`src/hdl/pieb_defs.svh`:
```
`ifndef PIEB_DEFS_SVH
`define PIEB_DEFS_SVH

// byte addresses of the register words
`define PIEB_OFS_EN_CT 5'h00
`define PIEB_OFS_EN_SS 5'h04
`define PIEB_OFS_CTRL 5'h08
`define PIEB_OFS_STAT 5'h0c
`define PIEB_OFS_MASK 5'h10
`define PIEB_OFS_PEND 5'h14
`define PIEB_ADDR_W 5

// capture/timer bank fields
`define PIEB_BIT_CC5 6
`define PIEB_BIT_CC4 5
`define PIEB_BIT_CC3 4
`define PIEB_BIT_T6 3
`define PIEB_BIT_T4 1
`define PIEB_MASK_CT 8'h7a

// second serial bank fields
`define PIEB_BIT_RX2 5
`define PIEB_BIT_TX2 4
`define PIEB_BIT_BC2 1
`define PIEB_BIT_SP2 0
`define PIEB_MASK_SS 8'h33

// control bit 0: global peripheral enable
`define PIEB_BIT_GPE 0

// event status bits
`define PIEB_EV_RISE 0
`define PIEB_EV_FALL 1
`define PIEB_EV_W 2

`define PIEB_RST_EN 8'h00

`endif

```
`src/hdl/pieb_pkg.sv`:
```
package pieb_pkg;
  typedef struct packed {
    logic [7:0] ct;
    logic [7:0] ss;
  } pieb_src_t;

  typedef enum logic [1:0] {
    PIEB_IDLE = 2'b00,
    PIEB_ACK = 2'b01
  } pieb_state_t;
endpackage

```
`src/hdl/pieb_top.sv`:
```
`timescale 1ns/1ns
`include "pieb_defs.svh"
// Operation
// - no peripheral request reaches the core on periph_irq later than one cycle after the global enable is cleared; irq is not gated by it
// - capture bank: unit5 bit 6, unit4 bit 5, unit3 bit 4, writable, reset 0
// - enable 1 lets its source through, 0 blocks it
// - capture bank: timer six match bit 3, timer four match bit 1
// - unimplemented bits read as zero in both banks
module pieb_top
  import pieb_pkg::*;
(
  input wire logic mclk,
  input wire logic resetn,
  input wire logic [`PIEB_ADDR_W-1:0] avs_address,
  input wire logic avs_read,
  input wire logic avs_write,
  input wire logic [31:0] avs_writedata,
  input wire logic [3:0] avs_byteenable,
  output logic [31:0] avs_readdata,
  output logic avs_waitrequest,
  input wire pieb_src_t src_flags,
  output logic periph_irq,
  output logic irq
);
  logic [7:0] irq_enable_capture_timer;
  logic [7:0] irq_enable_serial_second;
  logic [7:0] core_irq_control_register;
  logic [`PIEB_EV_W-1:0] ev_status;
  logic [`PIEB_EV_W-1:0] ev_mask;
  logic global_peripheral_irq_enable;
  pieb_state_t state;
  pieb_src_t enables;
  pieb_src_t pending;
  logic periph_irq_q;
  logic wr_go;
  logic rd_go;
  logic [`PIEB_EV_W-1:0] ev_set;
  logic [7:0] next_ev_mask;

  // ------------------------------------------------------------
  // bus handshake
  // ------------------------------------------------------------
  // one wait state per access keeps read data registered
  always_ff @(posedge mclk or negedge resetn)
  begin
    if (!resetn)
      state <= PIEB_IDLE;
    else
    begin
      case (state)
        PIEB_IDLE: if (avs_read || avs_write) state <= PIEB_ACK;
        PIEB_ACK: state <= PIEB_IDLE;
        default: state <= PIEB_IDLE;
      endcase
    end
  end

  assign avs_waitrequest = (avs_read || avs_write) && (state != PIEB_ACK);
  assign wr_go = avs_write && (state == PIEB_ACK);
  assign rd_go = avs_read && (state == PIEB_IDLE);

  function automatic logic [7:0] pieb_wr8(input logic [7:0] old, input logic [7:0] impl);
    pieb_wr8 = avs_byteenable[0] ? (avs_writedata[7:0] & impl) : old;
  endfunction

  assign next_ev_mask = pieb_wr8({6'h00, ev_mask}, 8'h03);

  // ------------------------------------------------------------
  // registers
  // ------------------------------------------------------------
  always_ff @(posedge mclk or negedge resetn)
  begin
    if (!resetn)
    begin
      irq_enable_capture_timer <= `PIEB_RST_EN;
      irq_enable_serial_second <= `PIEB_RST_EN;
      core_irq_control_register <= 8'h00;
      ev_mask <= '0;
    end
    else if (wr_go)
    begin
      case (avs_address)
        `PIEB_OFS_EN_CT: irq_enable_capture_timer <=
          pieb_wr8(irq_enable_capture_timer, `PIEB_MASK_CT);
        `PIEB_OFS_EN_SS: irq_enable_serial_second <=
          pieb_wr8(irq_enable_serial_second, `PIEB_MASK_SS);
        `PIEB_OFS_CTRL: core_irq_control_register <= pieb_wr8(core_irq_control_register, 8'h01);
        `PIEB_OFS_MASK: ev_mask <= next_ev_mask[`PIEB_EV_W-1:0];
        default: ;
      endcase
    end
  end

  assign global_peripheral_irq_enable = core_irq_control_register[`PIEB_BIT_GPE];
  assign enables.ct = irq_enable_capture_timer;
  assign enables.ss = irq_enable_serial_second;

  // ------------------------------------------------------------
  // gating
  // ------------------------------------------------------------
  pieb_gate u_gate (
    .mclk(mclk),
    .resetn(resetn),
    .flags(src_flags),
    .enables(enables),
    .global_peripheral_irq_enable(global_peripheral_irq_enable),
    .periph_irq(periph_irq),
    .pending(pending)
  );

  // ------------------------------------------------------------
  // events: request raised and dropped
  // ------------------------------------------------------------
  always_ff @(posedge mclk or negedge resetn)
  begin
    if (!resetn)
      periph_irq_q <= 1'b0;
    else
      periph_irq_q <= periph_irq;
  end

  assign ev_set = {periph_irq_q & ~periph_irq, periph_irq & ~periph_irq_q};

  // set beats a write-one clear in the same cycle
  always_ff @(posedge mclk or negedge resetn)
  begin
    if (!resetn)
      ev_status <= '0;
    else if (wr_go && avs_address == `PIEB_OFS_STAT && avs_byteenable[0])
      ev_status <= (ev_status & ~avs_writedata[`PIEB_EV_W-1:0]) | ev_set;
    else
      ev_status <= ev_status | ev_set;
  end

  always_ff @(posedge mclk or negedge resetn)
  begin
    if (!resetn)
      irq <= 1'b0;
    else
      irq <= |(ev_status & ev_mask);
  end

  // ------------------------------------------------------------
  // read data
  // ------------------------------------------------------------
  always_ff @(posedge mclk or negedge resetn)
  begin
    if (!resetn)
      avs_readdata <= 32'h0000_0000;
    else if (rd_go)
    begin
      case (avs_address)
        `PIEB_OFS_EN_CT: avs_readdata <= {24'h0, irq_enable_capture_timer & `PIEB_MASK_CT};
        `PIEB_OFS_EN_SS: avs_readdata <= {24'h0, irq_enable_serial_second & `PIEB_MASK_SS};
        `PIEB_OFS_CTRL: avs_readdata <= {24'h0, core_irq_control_register};
        `PIEB_OFS_STAT: avs_readdata <= {30'h0, ev_status};
        `PIEB_OFS_MASK: avs_readdata <= {30'h0, ev_mask};
        `PIEB_OFS_PEND: avs_readdata <= {16'h0, pending.ct, pending.ss};
        default: avs_readdata <= 32'h0000_0000;
      endcase
    end
  end

  // ------------------------------------------------------------
  // checks
  // ------------------------------------------------------------
  a_reserved_ct_zero: assert property (@(posedge mclk) disable iff (!resetn)
    (irq_enable_capture_timer & ~`PIEB_MASK_CT) == 8'h00)
    else $error("capture bank reserved bit set");
  a_reserved_ss_zero: assert property (@(posedge mclk) disable iff (!resetn)
    (irq_enable_serial_second & ~`PIEB_MASK_SS) == 8'h00)
    else $error("serial bank reserved bit set");
  a_cc5_write_lands: assert property (@(posedge mclk) disable iff (!resetn)
    (wr_go && avs_address == `PIEB_OFS_EN_CT && avs_byteenable[0]) |=>
    irq_enable_capture_timer[`PIEB_BIT_CC5] == $past(avs_writedata[`PIEB_BIT_CC5]))
    else $error("unit5 enable not written");
  a_t6_write_lands: assert property (@(posedge mclk) disable iff (!resetn)
    (wr_go && avs_address == `PIEB_OFS_EN_CT && avs_byteenable[0]) |=>
    irq_enable_capture_timer[`PIEB_BIT_T6] == $past(avs_writedata[`PIEB_BIT_T6]))
    else $error("timer six enable not written");
  a_rx2_write_lands: assert property (@(posedge mclk) disable iff (!resetn)
    (wr_go && avs_address == `PIEB_OFS_EN_SS && avs_byteenable[0]) |=>
    irq_enable_serial_second[`PIEB_BIT_RX2] == $past(avs_writedata[`PIEB_BIT_RX2]))
    else $error("rx enable not written");
  a_tx2_write_lands: assert property (@(posedge mclk) disable iff (!resetn)
    (wr_go && avs_address == `PIEB_OFS_EN_SS && avs_byteenable[0]) |=>
    irq_enable_serial_second[`PIEB_BIT_TX2] == $past(avs_writedata[`PIEB_BIT_TX2]))
    else $error("tx enable not written");
  a_bc2_write_lands: assert property (@(posedge mclk) disable iff (!resetn)
    (wr_go && avs_address == `PIEB_OFS_EN_SS && avs_byteenable[0]) |=>
    irq_enable_serial_second[`PIEB_BIT_BC2] == $past(avs_writedata[`PIEB_BIT_BC2]))
    else $error("collision enable not written");
  a_sp2_write_lands: assert property (@(posedge mclk) disable iff (!resetn)
    (wr_go && avs_address == `PIEB_OFS_EN_SS && avs_byteenable[0]) |=>
    irq_enable_serial_second[`PIEB_BIT_SP2] == $past(avs_writedata[`PIEB_BIT_SP2]))
    else $error("transfer enable not written");
  a_cc4_write_lands: assert property (@(posedge mclk) disable iff (!resetn)
    (wr_go && avs_address == `PIEB_OFS_EN_CT && avs_byteenable[0]) |=>
    irq_enable_capture_timer[`PIEB_BIT_CC4] == $past(avs_writedata[`PIEB_BIT_CC4]))
    else $error("unit4 enable not written");
  a_cc3_write_lands: assert property (@(posedge mclk) disable iff (!resetn)
    (wr_go && avs_address == `PIEB_OFS_EN_CT && avs_byteenable[0]) |=>
    irq_enable_capture_timer[`PIEB_BIT_CC3] == $past(avs_writedata[`PIEB_BIT_CC3]))
    else $error("unit3 enable not written");
  a_t4_write_lands: assert property (@(posedge mclk) disable iff (!resetn)
    (wr_go && avs_address == `PIEB_OFS_EN_CT && avs_byteenable[0]) |=>
    irq_enable_capture_timer[`PIEB_BIT_T4] == $past(avs_writedata[`PIEB_BIT_T4]))
    else $error("timer four enable not written");
  a_gpe_write_lands: assert property (@(posedge mclk) disable iff (!resetn)
    (wr_go && avs_address == `PIEB_OFS_CTRL && avs_byteenable[0]) |=>
    global_peripheral_irq_enable == $past(avs_writedata[`PIEB_BIT_GPE]))
    else $error("global enable not written");
  a_enable_passes: assert property (@(posedge mclk) disable iff (!resetn)
    (src_flags.ct[`PIEB_BIT_CC3] && enables.ct[`PIEB_BIT_CC3] && global_peripheral_irq_enable)
    |=> periph_irq)
    else $error("enabled source blocked");
  a_disable_blocks: assert property (@(posedge mclk) disable iff (!resetn)
    (enables == '0) |=> !periph_irq)
    else $error("disabled source passed");
  a_global_off: assert property (@(posedge mclk) disable iff (!resetn)
    !global_peripheral_irq_enable ##1 !global_peripheral_irq_enable |-> !periph_irq)
    else $error("request with global enable clear");
endmodule

```
`src/hdl/pieb_gate.sv`:
```
`timescale 1ns/1ns
`include "pieb_defs.svh"
module pieb_gate
  import pieb_pkg::*;
(
  input wire logic mclk,
  input wire logic resetn,
  input wire pieb_src_t flags,
  input wire pieb_src_t enables,
  input wire logic global_peripheral_irq_enable,
  output logic periph_irq,
  output pieb_src_t pending
);
  pieb_src_t next_pending;

  always_comb
  begin
    next_pending.ct = flags.ct & enables.ct & `PIEB_MASK_CT;
    next_pending.ss = flags.ss & enables.ss & `PIEB_MASK_SS;
  end

  always_ff @(posedge mclk or negedge resetn)
  begin
    if (!resetn)
    begin
      pending <= '0;
      periph_irq <= 1'b0;
    end
    else
    begin
      pending <= next_pending;
      // global gate sits last so no single enable can bypass it
      periph_irq <= global_peripheral_irq_enable & (|next_pending);
    end
  end

  a_global_gate_block: assert property (@(posedge mclk) disable iff (!resetn)
    !$past(global_peripheral_irq_enable) |-> !periph_irq)
    else $error("request passed with global enable clear");
endmodule

```
`config.mk`:
```
export PLATFORM = sky130hd
export DESIGN_NAME = pieb_top
export DESIGN_NICKNAME = d
export VERILOG_FILES = /design/src/hdl/pieb_pkg.sv /design/src/hdl/pieb_top.sv /design/src/hdl/pieb_gate.sv
export VERILOG_INCLUDE_DIRS = /design/src /design/src/hdl
export SDC_FILE = /design/constraint.sdc
export NUM_CORES = 1
export LEC_CHECK = 0
export ABC_AREA = 0
export BUFFER_PORTS_ARGS = -buffer_cell sky130_fd_sc_hd__buf_4
export CAP_MARGIN = 20
export CORE_MARGIN = 10
export CORE_UTILIZATION = 40
export DETAILED_ROUTE_END_ITERATION = 10
export GPL_TIMING_DRIVEN = 0
export PLACE_DENSITY = 0.7
export SLEW_MARGIN = 10
export SYNTH_ARGS = -nofsm -noshare
export SYNTH_HDL_FRONTEND = slang
export SYNTH_HIERARCHICAL = 1
export SYNTH_SLANG_ARGS = --single-unit
```
`constraint.sdc`:
```
create_clock -name mclk -period 1.5 [get_ports mclk]
set_input_delay 0.3 -clock mclk [delete_from_list [all_inputs] [get_ports mclk]]
set_output_delay 0.3 -clock mclk [all_outputs]
set_load 0.03 [all_outputs]
```
==> results of run 1 <==
repair_timing:
item / in CTS / in global routing
gates cloned: 0 / 0
setup endpoints to repair: 1 / 10
hold buffers: 1 / 0
endpoints found under the hold margin: 26 / 0
gates resized for setup: 1 / 2
report_power, final:
group          switching, mW  total (mW)  internal [mW]
Sequential            0.0532        1.28           1.22
Clock                  0.383        1.05          0.665
Combinational          0.218       0.404          0.186
Total                  0.654        2.73           2.08
layout make-up:
class | count | area (sq um)
Timing Repair Buffer | 41 | 310.3
Multi-Input combinational cell | 130 | 847.1
Clock buffer | 6 | 72.57
Inverter | 2 | 7.507
Tap cell | 70 | 87.58
Buffer | 32 | 229.0
Clock inverter | 2 | 60.06
Fill cell | 499 | 2384
Sequential cell | 43 | 1077
path summary, 6_finish.rpt:
path	end	cells after the start	slack, ns
setup / recovery	irq_enable_capture_timer[3]$_DFFE_PN0P_	4	0.06
hold / removal	u_gate/pending[5]$_DFF_PN0_	2	0.23
setup reg to reg	irq_enable_capture_timer[3]$_DFFE_PN0P_	4	0.06
hold reg to reg	periph_irq_q$_DFF_PN0_	0	0.44
max in group asynchronous	state[0]$_DFFE_PN0P_	2	0.59
min in group asynchronous	avs_readdata[2]$_DFFE_PN0P_	2	0.53
worst max-delay path: cells and delay by family (launching register included):
kind	cells	cell delay (ns)
DFF	1	0.46
buffers and inverters	1	0.15
and+or+nand+nor	2	0.41
muxes	1	0.30
layer usage:
metal	vias up	track usage, %	routed length (microns)
li1	736	-	-
met1	673	12.96	2017
met2	44	17.59	2128
met3	6	3.586	282
met4	0	5.013	68
met5	-	0	0
synthesized netlist by cell type, drive strengths merged:
master	n
nand4b	1
conb	2
inv	2
nor2b	2
o21ai	15
clkbuf	1
dfrtp	43
and2	10
buf	31
a41oi	1
nand4	2
a32oi	4
nor2	3
nand2b	1
nor3	1
a22o	2
and4b	1
a222oi	2
mux2	18
nand2	31
and3	2
nor4	1
o2bb2ai	1
and2b	1
a22oi	4
nor4b	3
o311ai	1
per-stage QoR:
stage,cell area [sq um],TNS [ns],cells
after detailed placement,2536,-0.9656,317
after global routing,2691,0,326
after CTS,2685,0,326
final,2691,0,326
after floorplan,2148,0,207
after global placement,2536,-1.035,317
cell families (layout without fill, tap and decap cells):
group | count (synthesis) | in the layout | share of synthesized area (%)
AOI/OAI and AO/OA | 30 | 30 | 10.22
buffers and inverters | 34 | 83 | 11.43
DFF | 43 | 43 | 52.00
muxes | 18 | 18 | 9.794
other | 2 | 23 | 0.3629
and+or+nand+nor | 59 | 59 | 16.20
flip-flops by register name (all words and copies together), names as in the netlist:
register / flops
u_gate/pending: 9
state: 1
ev_status: 2
irq_enable_serial_second: 4
u_gate/periph_irq: 1
core_irq_control_register: 1
irq_enable_capture_timer: 5
avs_readdata: 16
periph_irq_q: 1
irq: 1
ev_mask: 2
==> impl_metrics.csv, run 1 <==
group,metric,value,unit
synth,yosys_warnings,6,
floorplan,die_w,91.93,microns
floorplan,start_util,40.78,%
run_status,status,"complete, no violations",
timing,finalSetupViolCount,0,
final_layout,layout_commonest_cell,"buf_4",
synth,synth.cell_area,0.002069,sq mm
synth,seq_area_frac_synth,52.00,%
route,viasPerCell,4.475,
floorplan,core-area,0.005075,sq mm
cts,cts_tree,"done",
worst_setup_path,cp.arrival,1.61,ns
final_layout,nets,316,
synth,avgSynthCellArea,11.13,sq um
synth,ys_ff_latch,43,
route,routed-via-count,1459,
timing,slew_headroom,64.74,%
synth,yosys.cell_types.count,35,
floorplan,die_area,0.008451,sq mm
timing,drv_slew,0,
timing,tightestPinTransition,0.5289,ns
floorplan,die_h,91.93,microns
final_layout,final_cell_mix,"buf_4, dfrtp_1, nand2_1, conb_1, mux2_2",
cts,cts_buffer_depth,2,
power,max-vdd-ir-drop,0.6601,mV
final_layout,final_util,53.03,%
synth,synth_top_area_share,52.00,%
grt,grt_max_degree,44,
route,drt_iter0_markers,126,
power,p_leak,1.335,nW
timing,finalHoldViolations,0,
final_layout,antennaDiodeCount,0,
worst_hold_path,min-delay-start,"src_flags[5]",
floorplan,io_pins,96,
synth,synth_area_leader_cell,"dfrtp_1",
worst_setup_path,cp_cell_sequence,"and4b_1 > and2_1 > buf_4 > mux2_1",
route,avgRoutedWirePerCell,13.79,microns
grt,grt_pass1_wl,7.465,mm
route,drcViolationCount,0,
worst_hold_path,hp-class,"primary input to flop",
final_layout,drive_gt1_share,39.84,%
floorplan,core.rowCount,26,
grt,grt_pass1_vias,1570,
cts,cts_root_buffer,"clkbuf_8",
cts,clkLatencyLatePin,0.29,ns
grt,grt_overflow,0,
grt,gr-usage-all-layers,10.93,%
worst_setup_path,critical_path_class,"flop to flop",
grt,antenna_found_initial,0,
power,power,2.730,mW
timing,fmax,0.6947,GHz
place,place_congestion,0.8068,
worst_setup_path,path_max_fanout,7,
worst_setup_path,startpoint,"state[0]$_DFFE_PN0P_",
worst_setup_path,critPathMaxStageDelay,0.46,ns
cts,post-cts-setup-buffer-count,0,
timing,fin_hold_ws,0.2257,ns
route,routed_wl,4.496,mm
cts,cts-buffers-inserted,5,
timing,rsz0062_at_grt,"false",
synth,yosys-top-cells-area,"dfrtp_1, buf_4, mux2_2, nand2_1, o21ai_0",
cts,clk_pin_slew_worst_paths,0.08,ns
route,ant_nets,0,
place,io_buffers,40,
place,dp_hpwl,3.579,mm
worst_setup_path,cpMaxStageDelayCell,"dfrtp_2",
synth,synthCells,186,
route,dr.pass1.iters,4,
cts,cts_max_level,2,
job,drv_cap,0,
worst_setup_path,critPathCaptureType,"flop",
timing,period_share,95.97,%
worst_setup_path,cp-start-kind,"flop",
timing,setup_ws,0.06049,ns
worst_setup_path,cp.required,1.67,ns
final_layout,syn_to_final_growth,30.05,%
cts,clkSinkCount,43,
timing,fin_skew,0.01088,ns
timing,finalCriticalPeriod,1.440,ns
power,powerDensity,1014,mW/mm^2
place,place_ws,-0.1424,ns
worst_setup_path,rr_startpoint,"state[0]$_DFFE_PN0P_",
Note: power is estimated with default switching activity, not from simulation.
==> run 2: changes to the inputs <==
--- a/config.mk
+++ b/config.mk
@@ -7,13 +7,14 @@
 export NUM_CORES = 1
 export LEC_CHECK = 0
 export ABC_AREA = 0
-export BUFFER_PORTS_ARGS = -buffer_cell sky130_fd_sc_hd__buf_4
+export BUFFER_PORTS_ARGS = -buffer_cell sky130_fd_sc_hd__buf_2
 export CAP_MARGIN = 20
 export CORE_MARGIN = 10
 export CORE_UTILIZATION = 40
 export DETAILED_ROUTE_END_ITERATION = 10
 export GPL_TIMING_DRIVEN = 0
 export PLACE_DENSITY = 0.7
+export SETUP_SLACK_MARGIN = 0.2
 export SLEW_MARGIN = 10
 export SYNTH_ARGS = -nofsm -noshare
 export SYNTH_HDL_FRONTEND = slang
==> impl_metrics.csv, run 2 (synthesis results as in run 1) <==
group,metric,value,unit
grt,grt_pass1_wl,7.900,mm
worst_setup_path,critPathTopFamily,"flip-flops",
cts,cts_max_level,2,
run_status,status,"complete, no violations",
timing,tns,0,ns
final_layout,largestRegisters,"avs_readdata (16), u_gate/pending (9), irq_enable_capture_timer (5)",
route,routed_wl,4.808,mm
cts,clk_pin_slew_worst_paths,0.08,ns
grt,grt_pass1_vias,1556,
cts,clkLatencyLatePin,0.30,ns
place,io_buffers,40,
worst_setup_path,critPathBufInv,1,
worst_setup_path,path_max_fanout,6,
route,routed-via-count,1506,
worst_setup_path,critPathCaptureType,"flop",
grt,grt_overflow,0,
timing,fin_hold_ws,0.1433,ns
final_layout,nets,322,
worst_setup_path,critical_path_class,"flop to flop",
worst_hold_path,hp-class,"primary input to async pin",
route,viasPerCell,4.536,
grt,grt_max_degree,44,
timing,fin_skew,0.009757,ns
floorplan,die_area,0.008451,sq mm
place,place_congestion,0.7923,
place,dpl_cell_area,0.002469,sq mm
worst_setup_path,rr_startpoint,"state[0]$_DFFE_PN0P_",
worst_setup_path,cp.required,1.68,ns
final_layout,syn_to_final_growth,31.02,%
power,powerDensity,981.2,mW/mm^2
cts,cts-buffers-inserted,5,
place,dp_hpwl,3.620,mm
timing,slew_headroom,37.17,%
grt,gr-usage-all-layers,11.38,%
final_layout,antennaDiodeCount,0,
route,drt_iter0_markers,132,
worst_setup_path,cp.arrival,1.56,ns
timing,drv_slew,0,
timing,finalSetupViolCount,0,
route,dr.pass1.iters,4,
route,ant_nets,0,
timing,finalHoldViolations,0,
timing,finalCriticalPeriod,1.384,ns
route,avgRoutedWirePerCell,14.48,microns
cts,cts_hold_buf,0,
job,drv_cap,0,
worst_setup_path,cp_cell_sequence,"and4b_1 > and2_4 > buf_8 > mux2_4",
floorplan,core.rowCount,26,
cts,cts_buffer_depth,2,
timing,period_share,92.25,%
worst_setup_path,critical_path_cell_count,4,
worst_setup_path,cp-start-kind,"flop",
worst_setup_path,r2r_end,"irq_enable_capture_timer[5]$_DFFE_PN0P_",
worst_setup_path,critPathMaxStageDelay,0.45,ns
power,max-vdd-ir-drop,0.6420,mV
floorplan,die_w,91.93,microns
worst_setup_path,reg2reg_slack,0.12,ns
final_layout,largest-register,"avs_readdata",
place,dpl.cell_count,317,
worst_setup_path,cpMaxStageDelayCell,"dfrtp_2",
power,p_leak,1.377,nW
timing,fmax,0.7227,GHz
cts,cts_root_buffer,"clkbuf_8",
floorplan,start_util,40.78,%
grt,antenna_found_initial,0,
timing,tightestPinTransition,0.9425,ns
final_layout,final_cell_mix,"dfrtp_1, buf_2, buf_4, nand2_1, conb_1",
timing,rsz0062_at_grt,"true",
final_layout,drive_gt1_share,45.04,%
final_layout,largest_reg_flops,16,
cts,cts_tree,"done",
final_layout,finalNonFillerCells,332,
cts,clkSinkCount,43,
worst_setup_path,r2r_cells,4,
floorplan,die_h,91.93,microns
route,drcViolationCount,0,
final_layout,layout_commonest_cell,"dfrtp_1",
final_layout,final_area,0.002711,sq mm
floorplan,core-area,0.005075,sq mm
floorplan,io_pins,96,
## run 2: worst max-delay path by stage
stage | from | endpoint
global placement | avs_address[0] | irq_enable_serial_second[0]$_DFFE_PN0P_
global route | state[0]$_DFFE_PN0P_ | irq_enable_capture_timer[4]$_DFFE_PN0P_
finish | state[0]$_DFFE_PN0P_ | irq_enable_capture_timer[5]$_DFFE_PN0P_
floorplan | avs_address[4] | irq_enable_serial_second[0]$_DFFE_PN0P_
detailed placement | avs_address[0] | irq_enable_capture_timer[5]$_DFFE_PN0P_
CTS | state[0]$_DFFE_PN0P_ | irq_enable_capture_timer[5]$_DFFE_PN0P_
## run 2: per-layer routing
layer / vias up / wire [microns] / GRT usage (%)
li1: 749 / - / -
met1: 713 / 2174 / 13.72
met2: 38 / 2326 / 18.76
met3: 6 / 250 / 3.667
met4: 0 / 57 / 3.728
met5: - / 0 / 0
## run 2: repair_timing
item | in CTS | in global routing
resized for setup | 10 | 13
setup endpoints to repair | 23 | 27
setup buffers | 1 | 6
pin swaps | 1 | 6
## run 2: metrics by stage
step	power [mW]	setup WS (ns)	utilization, %
2_1_floorplan	1.560	0.06675	-
3_3_place_gp	1.678	-0.09328	48.64
3_5_place_dp	1.684	-0.09934	48.64
4_1_cts	2.646	0.1190	51.80
5_1_grt	2.762	0.07959	53.43
6_report	2.661	0.1163	53.43
## run 2: worst reg2reg max path, delay by kind of cell (launching register included)
| family | cells | cell delay [ns] |
|---|---|---|
| buf+inv | 1 | 0.13 |
| flops | 1 | 0.45 |
| mux | 1 | 0.30 |
| simple gates | 2 | 0.39 |
## run 2: power by group
part           switching [mW]  total [mW]  internal, mW
combinational           0.230       0.426         0.196
sequential             0.0559        1.28          1.22
clock                   0.407       0.954         0.548
total                   0.693        2.66          1.97
## run 2: cell type report
cell class | count | area [sq um]
plain buffers | 32 | 254.0
well taps | 70 | 87.58
fillers | 463 | 2364
inverters | 2 | 7.507
clock inverters | 2 | 38.79
clock buffers | 6 | 82.58
flip-flops and latches | 43 | 1077
multi-input cells | 130 | 904.6
repair buffers | 47 | 259.0
==> run 3: changes to the inputs <==
==> constraint.sdc (replaced) <==
create_clock -name mclk -period 1.5 [get_ports mclk]
set_input_delay 0.15 -clock mclk [delete_from_list [all_inputs] [get_ports mclk]]
set_output_delay 0.15 -clock mclk [all_outputs]
set_load 0.03 [all_outputs]
==> impl_metrics.csv, run 3 (synthesis results as in run 1) <==
group,metric,value,unit
place,dpl.cell_count,317,
run_status,violations,"hold timing",
place,place_congestion,0.7811,
route,drt_iter0_markers,58,
cts,cts_buffer_depth,2,
route,ant_nets,0,
final_layout,drive_gt1_share,44.40,%
place,dp_hpwl,3.573,mm
route,viasPerCell,4.532,
worst_hold_path,hp-class,"primary input to async pin",
power,powerDensity,958.7,mW/mm^2
worst_setup_path,rr_startpoint,"state[0]$_DFFE_PN0P_",
final_layout,finalNonFillerCells,329,
cts,cts_root_buffer,"clkbuf_8",
floorplan,core.rowCount,26,
grt,grt_max_degree,44,
floorplan,die_w,91.93,microns
floorplan,core-area,0.005075,sq mm
cts,clkLatencyLatePin,0.29,ns
floorplan,die_h,91.93,microns
timing,setup_ws,0.1022,ns
floorplan,io_pins,96,
timing,slew_headroom,38.23,%
worst_setup_path,r2r_end,"irq_enable_capture_timer[4]$_DFFE_PN0P_",
final_layout,largest_reg_flops,16,
timing,fin_skew,0.009393,ns
job,drv_cap,0,
cts,cts-buffers-inserted,5,
cts,clk_pin_slew_worst_paths,0.08,ns
grt,grt_overflow,0,
grt,antenna_found_initial,0,
worst_setup_path,cp.arrival,1.57,ns
final_layout,nets,320,
cts,cts_tree,"done",
floorplan,die_area,0.008451,sq mm
timing,finalHoldViolations,34,
cts,cts_max_level,2,
route,routed_wl,4.698,mm
timing,finalCriticalPeriod,1.398,ns
worst_setup_path,cp-start-kind,"flop",
grt,grt_pass1_wl,7.521,mm
power,p_leak,1.373,nW
final_layout,syn_to_final_growth,29.93,%
run_status,status,"finished with violations",
timing,fmax,0.7154,GHz
place,place_ws,-0.005735,ns
final_layout,layout_commonest_cell,"dfrtp_1",
cts,clkSinkCount,43,
grt,gr-usage-all-layers,10.95,%
timing,fin_hold_ws,-0.008379,ns
route,routed-via-count,1491,
floorplan,start_util,40.78,%
worst_setup_path,r2r_cells,4,
worst_setup_path,critical_path_class,"flop to flop",
grt,grt_pass1_vias,1544,
timing,rsz0062_at_grt,"true",
final_layout,antennaDiodeCount,0,
worst_setup_path,reg2reg_slack,0.10,ns
place,io_buffers,40,
timing,drv_slew,0,
worst_setup_path,path_max_fanout,6,
route,drcViolationCount,0,
timing,finalSetupViolCount,0,
power,max-vdd-ir-drop,0.7585,mV
final_layout,final_cell_mix,"dfrtp_1, buf_2, buf_4, nand2_1, conb_1",
route,avgRoutedWirePerCell,14.28,microns
final_layout,largest-register,"avs_readdata",
final_layout,largestRegisters,"avs_readdata (16), u_gate/pending (9), irq_enable_capture_timer (5)",
worst_setup_path,cp.required,1.67,ns
timing,period_share,93.18,%
timing,tightestPinTransition,0.9265,ns
worst_setup_path,critPathCaptureType,"flop",
route,dr.pass1.iters,4,
-- run 3: changes by cell type in the layout (fill, tap and decap cells not counted), sizes merged --
cell,previous run,this run
buf,78,76
clkbuf,7,6
clkinvlp,0,1
inv,3,2
-- run 3: how the worst max path moves through the flow --
| stage | start | to | slack [ns] | cells past startpoint |
|---|---|---|---|---|
| floorplan | avs_address[4] | irq_enable_serial_second[0]$_DFFE_PN0P_ | 0.19 | 5 |
| global placement | avs_address[0] | irq_enable_serial_second[1]$_DFFE_PN0P_ | 0.02 | 5 |
| detailed placement | avs_address[0] | irq_enable_serial_second[1]$_DFFE_PN0P_ | -0.006 | 5 |
| CTS | state[0]$_DFFE_PN0P_ | irq_enable_capture_timer[4]$_DFFE_PN0P_ | 0.12 | 4 |
| global route | state[0]$_DFFE_PN0P_ | irq_enable_capture_timer[4]$_DFFE_PN0P_ | 0.09 | 4 |
| finish | state[0]$_DFFE_PN0P_ | irq_enable_capture_timer[4]$_DFFE_PN0P_ | 0.10 | 4 |
-- run 3: where the power goes --
| group | internal, mW | leakage, nW | total, mW | switching, mW |
|---|---|---|---|---|
| Combinational | 0.198 | 0.737 | 0.429 | 0.231 |
| Clock | 0.486 | 0.0502 | 0.870 | 0.383 |
| Sequential | 1.22 | 0.586 | 1.28 | 0.0540 |
-- run 3: worst max-delay path, stage by stage, from the launching register on --
cell	delay [ns]
dfrtp_2	0.44
and4b_1	0.25
and2_4	0.15
buf_6	0.13
mux2_4	0.30
-- run 3: final cells by class --
cell class,instances,area (sq um)
timing repair buffer,45,244.0
fill,474,2386
tap,70,87.58
buffer,32,247.7
sequential,43,1077
multi-input combinational,130,918.4
clock inverter,2,37.54
inverter,2,7.507
clock buffer,5,68.82
-- run 3: repair_timing --
| item | 4_1_cts | 5_1_grt |
|---|---|---|
| buffers inserted | 3 | 2 |
| gates resized for setup | 12 | 19 |
| setup endpoints to repair | 23 | 28 |
| pin swaps | 1 | 3 |
| hold buffers | 0 | 0 |
| gates cloned | 0 | 0 |
-- run 3: metal layers --
metal	vias to the layer above	global-route usage, %	wire, microns
met5	-	0	0
met4	0	4.499	53
met3	5	4.482	399
met2	45	18.06	2237
met1	700	12.28	2008
li1	741	-	-
-- run 3: stage by stage --
| step | instance area [sq um] | total power [mW] | utilization (%) | setup TNS (ns) | hold WS, ns |
|---|---|---|---|---|---|
| 6_report | 2689 | 2.578 | 52.98 | 0 | -0.008379 |
| 5_1_grt | 2689 | 2.681 | 52.98 | 0 | 0.07582 |
| 4_1_cts | 2613 | 2.565 | 51.48 | 0 | 0.02796 |
| 3_5_place_dp | 2440 | 1.676 | 48.08 | -0.009657 | 0.3469 |
| 3_3_place_gp | 2440 | 1.670 | 48.08 | 0 | 0.3481 |
| 2_1_floorplan | 2152 | 1.552 | - | 0 | -0.1456 |
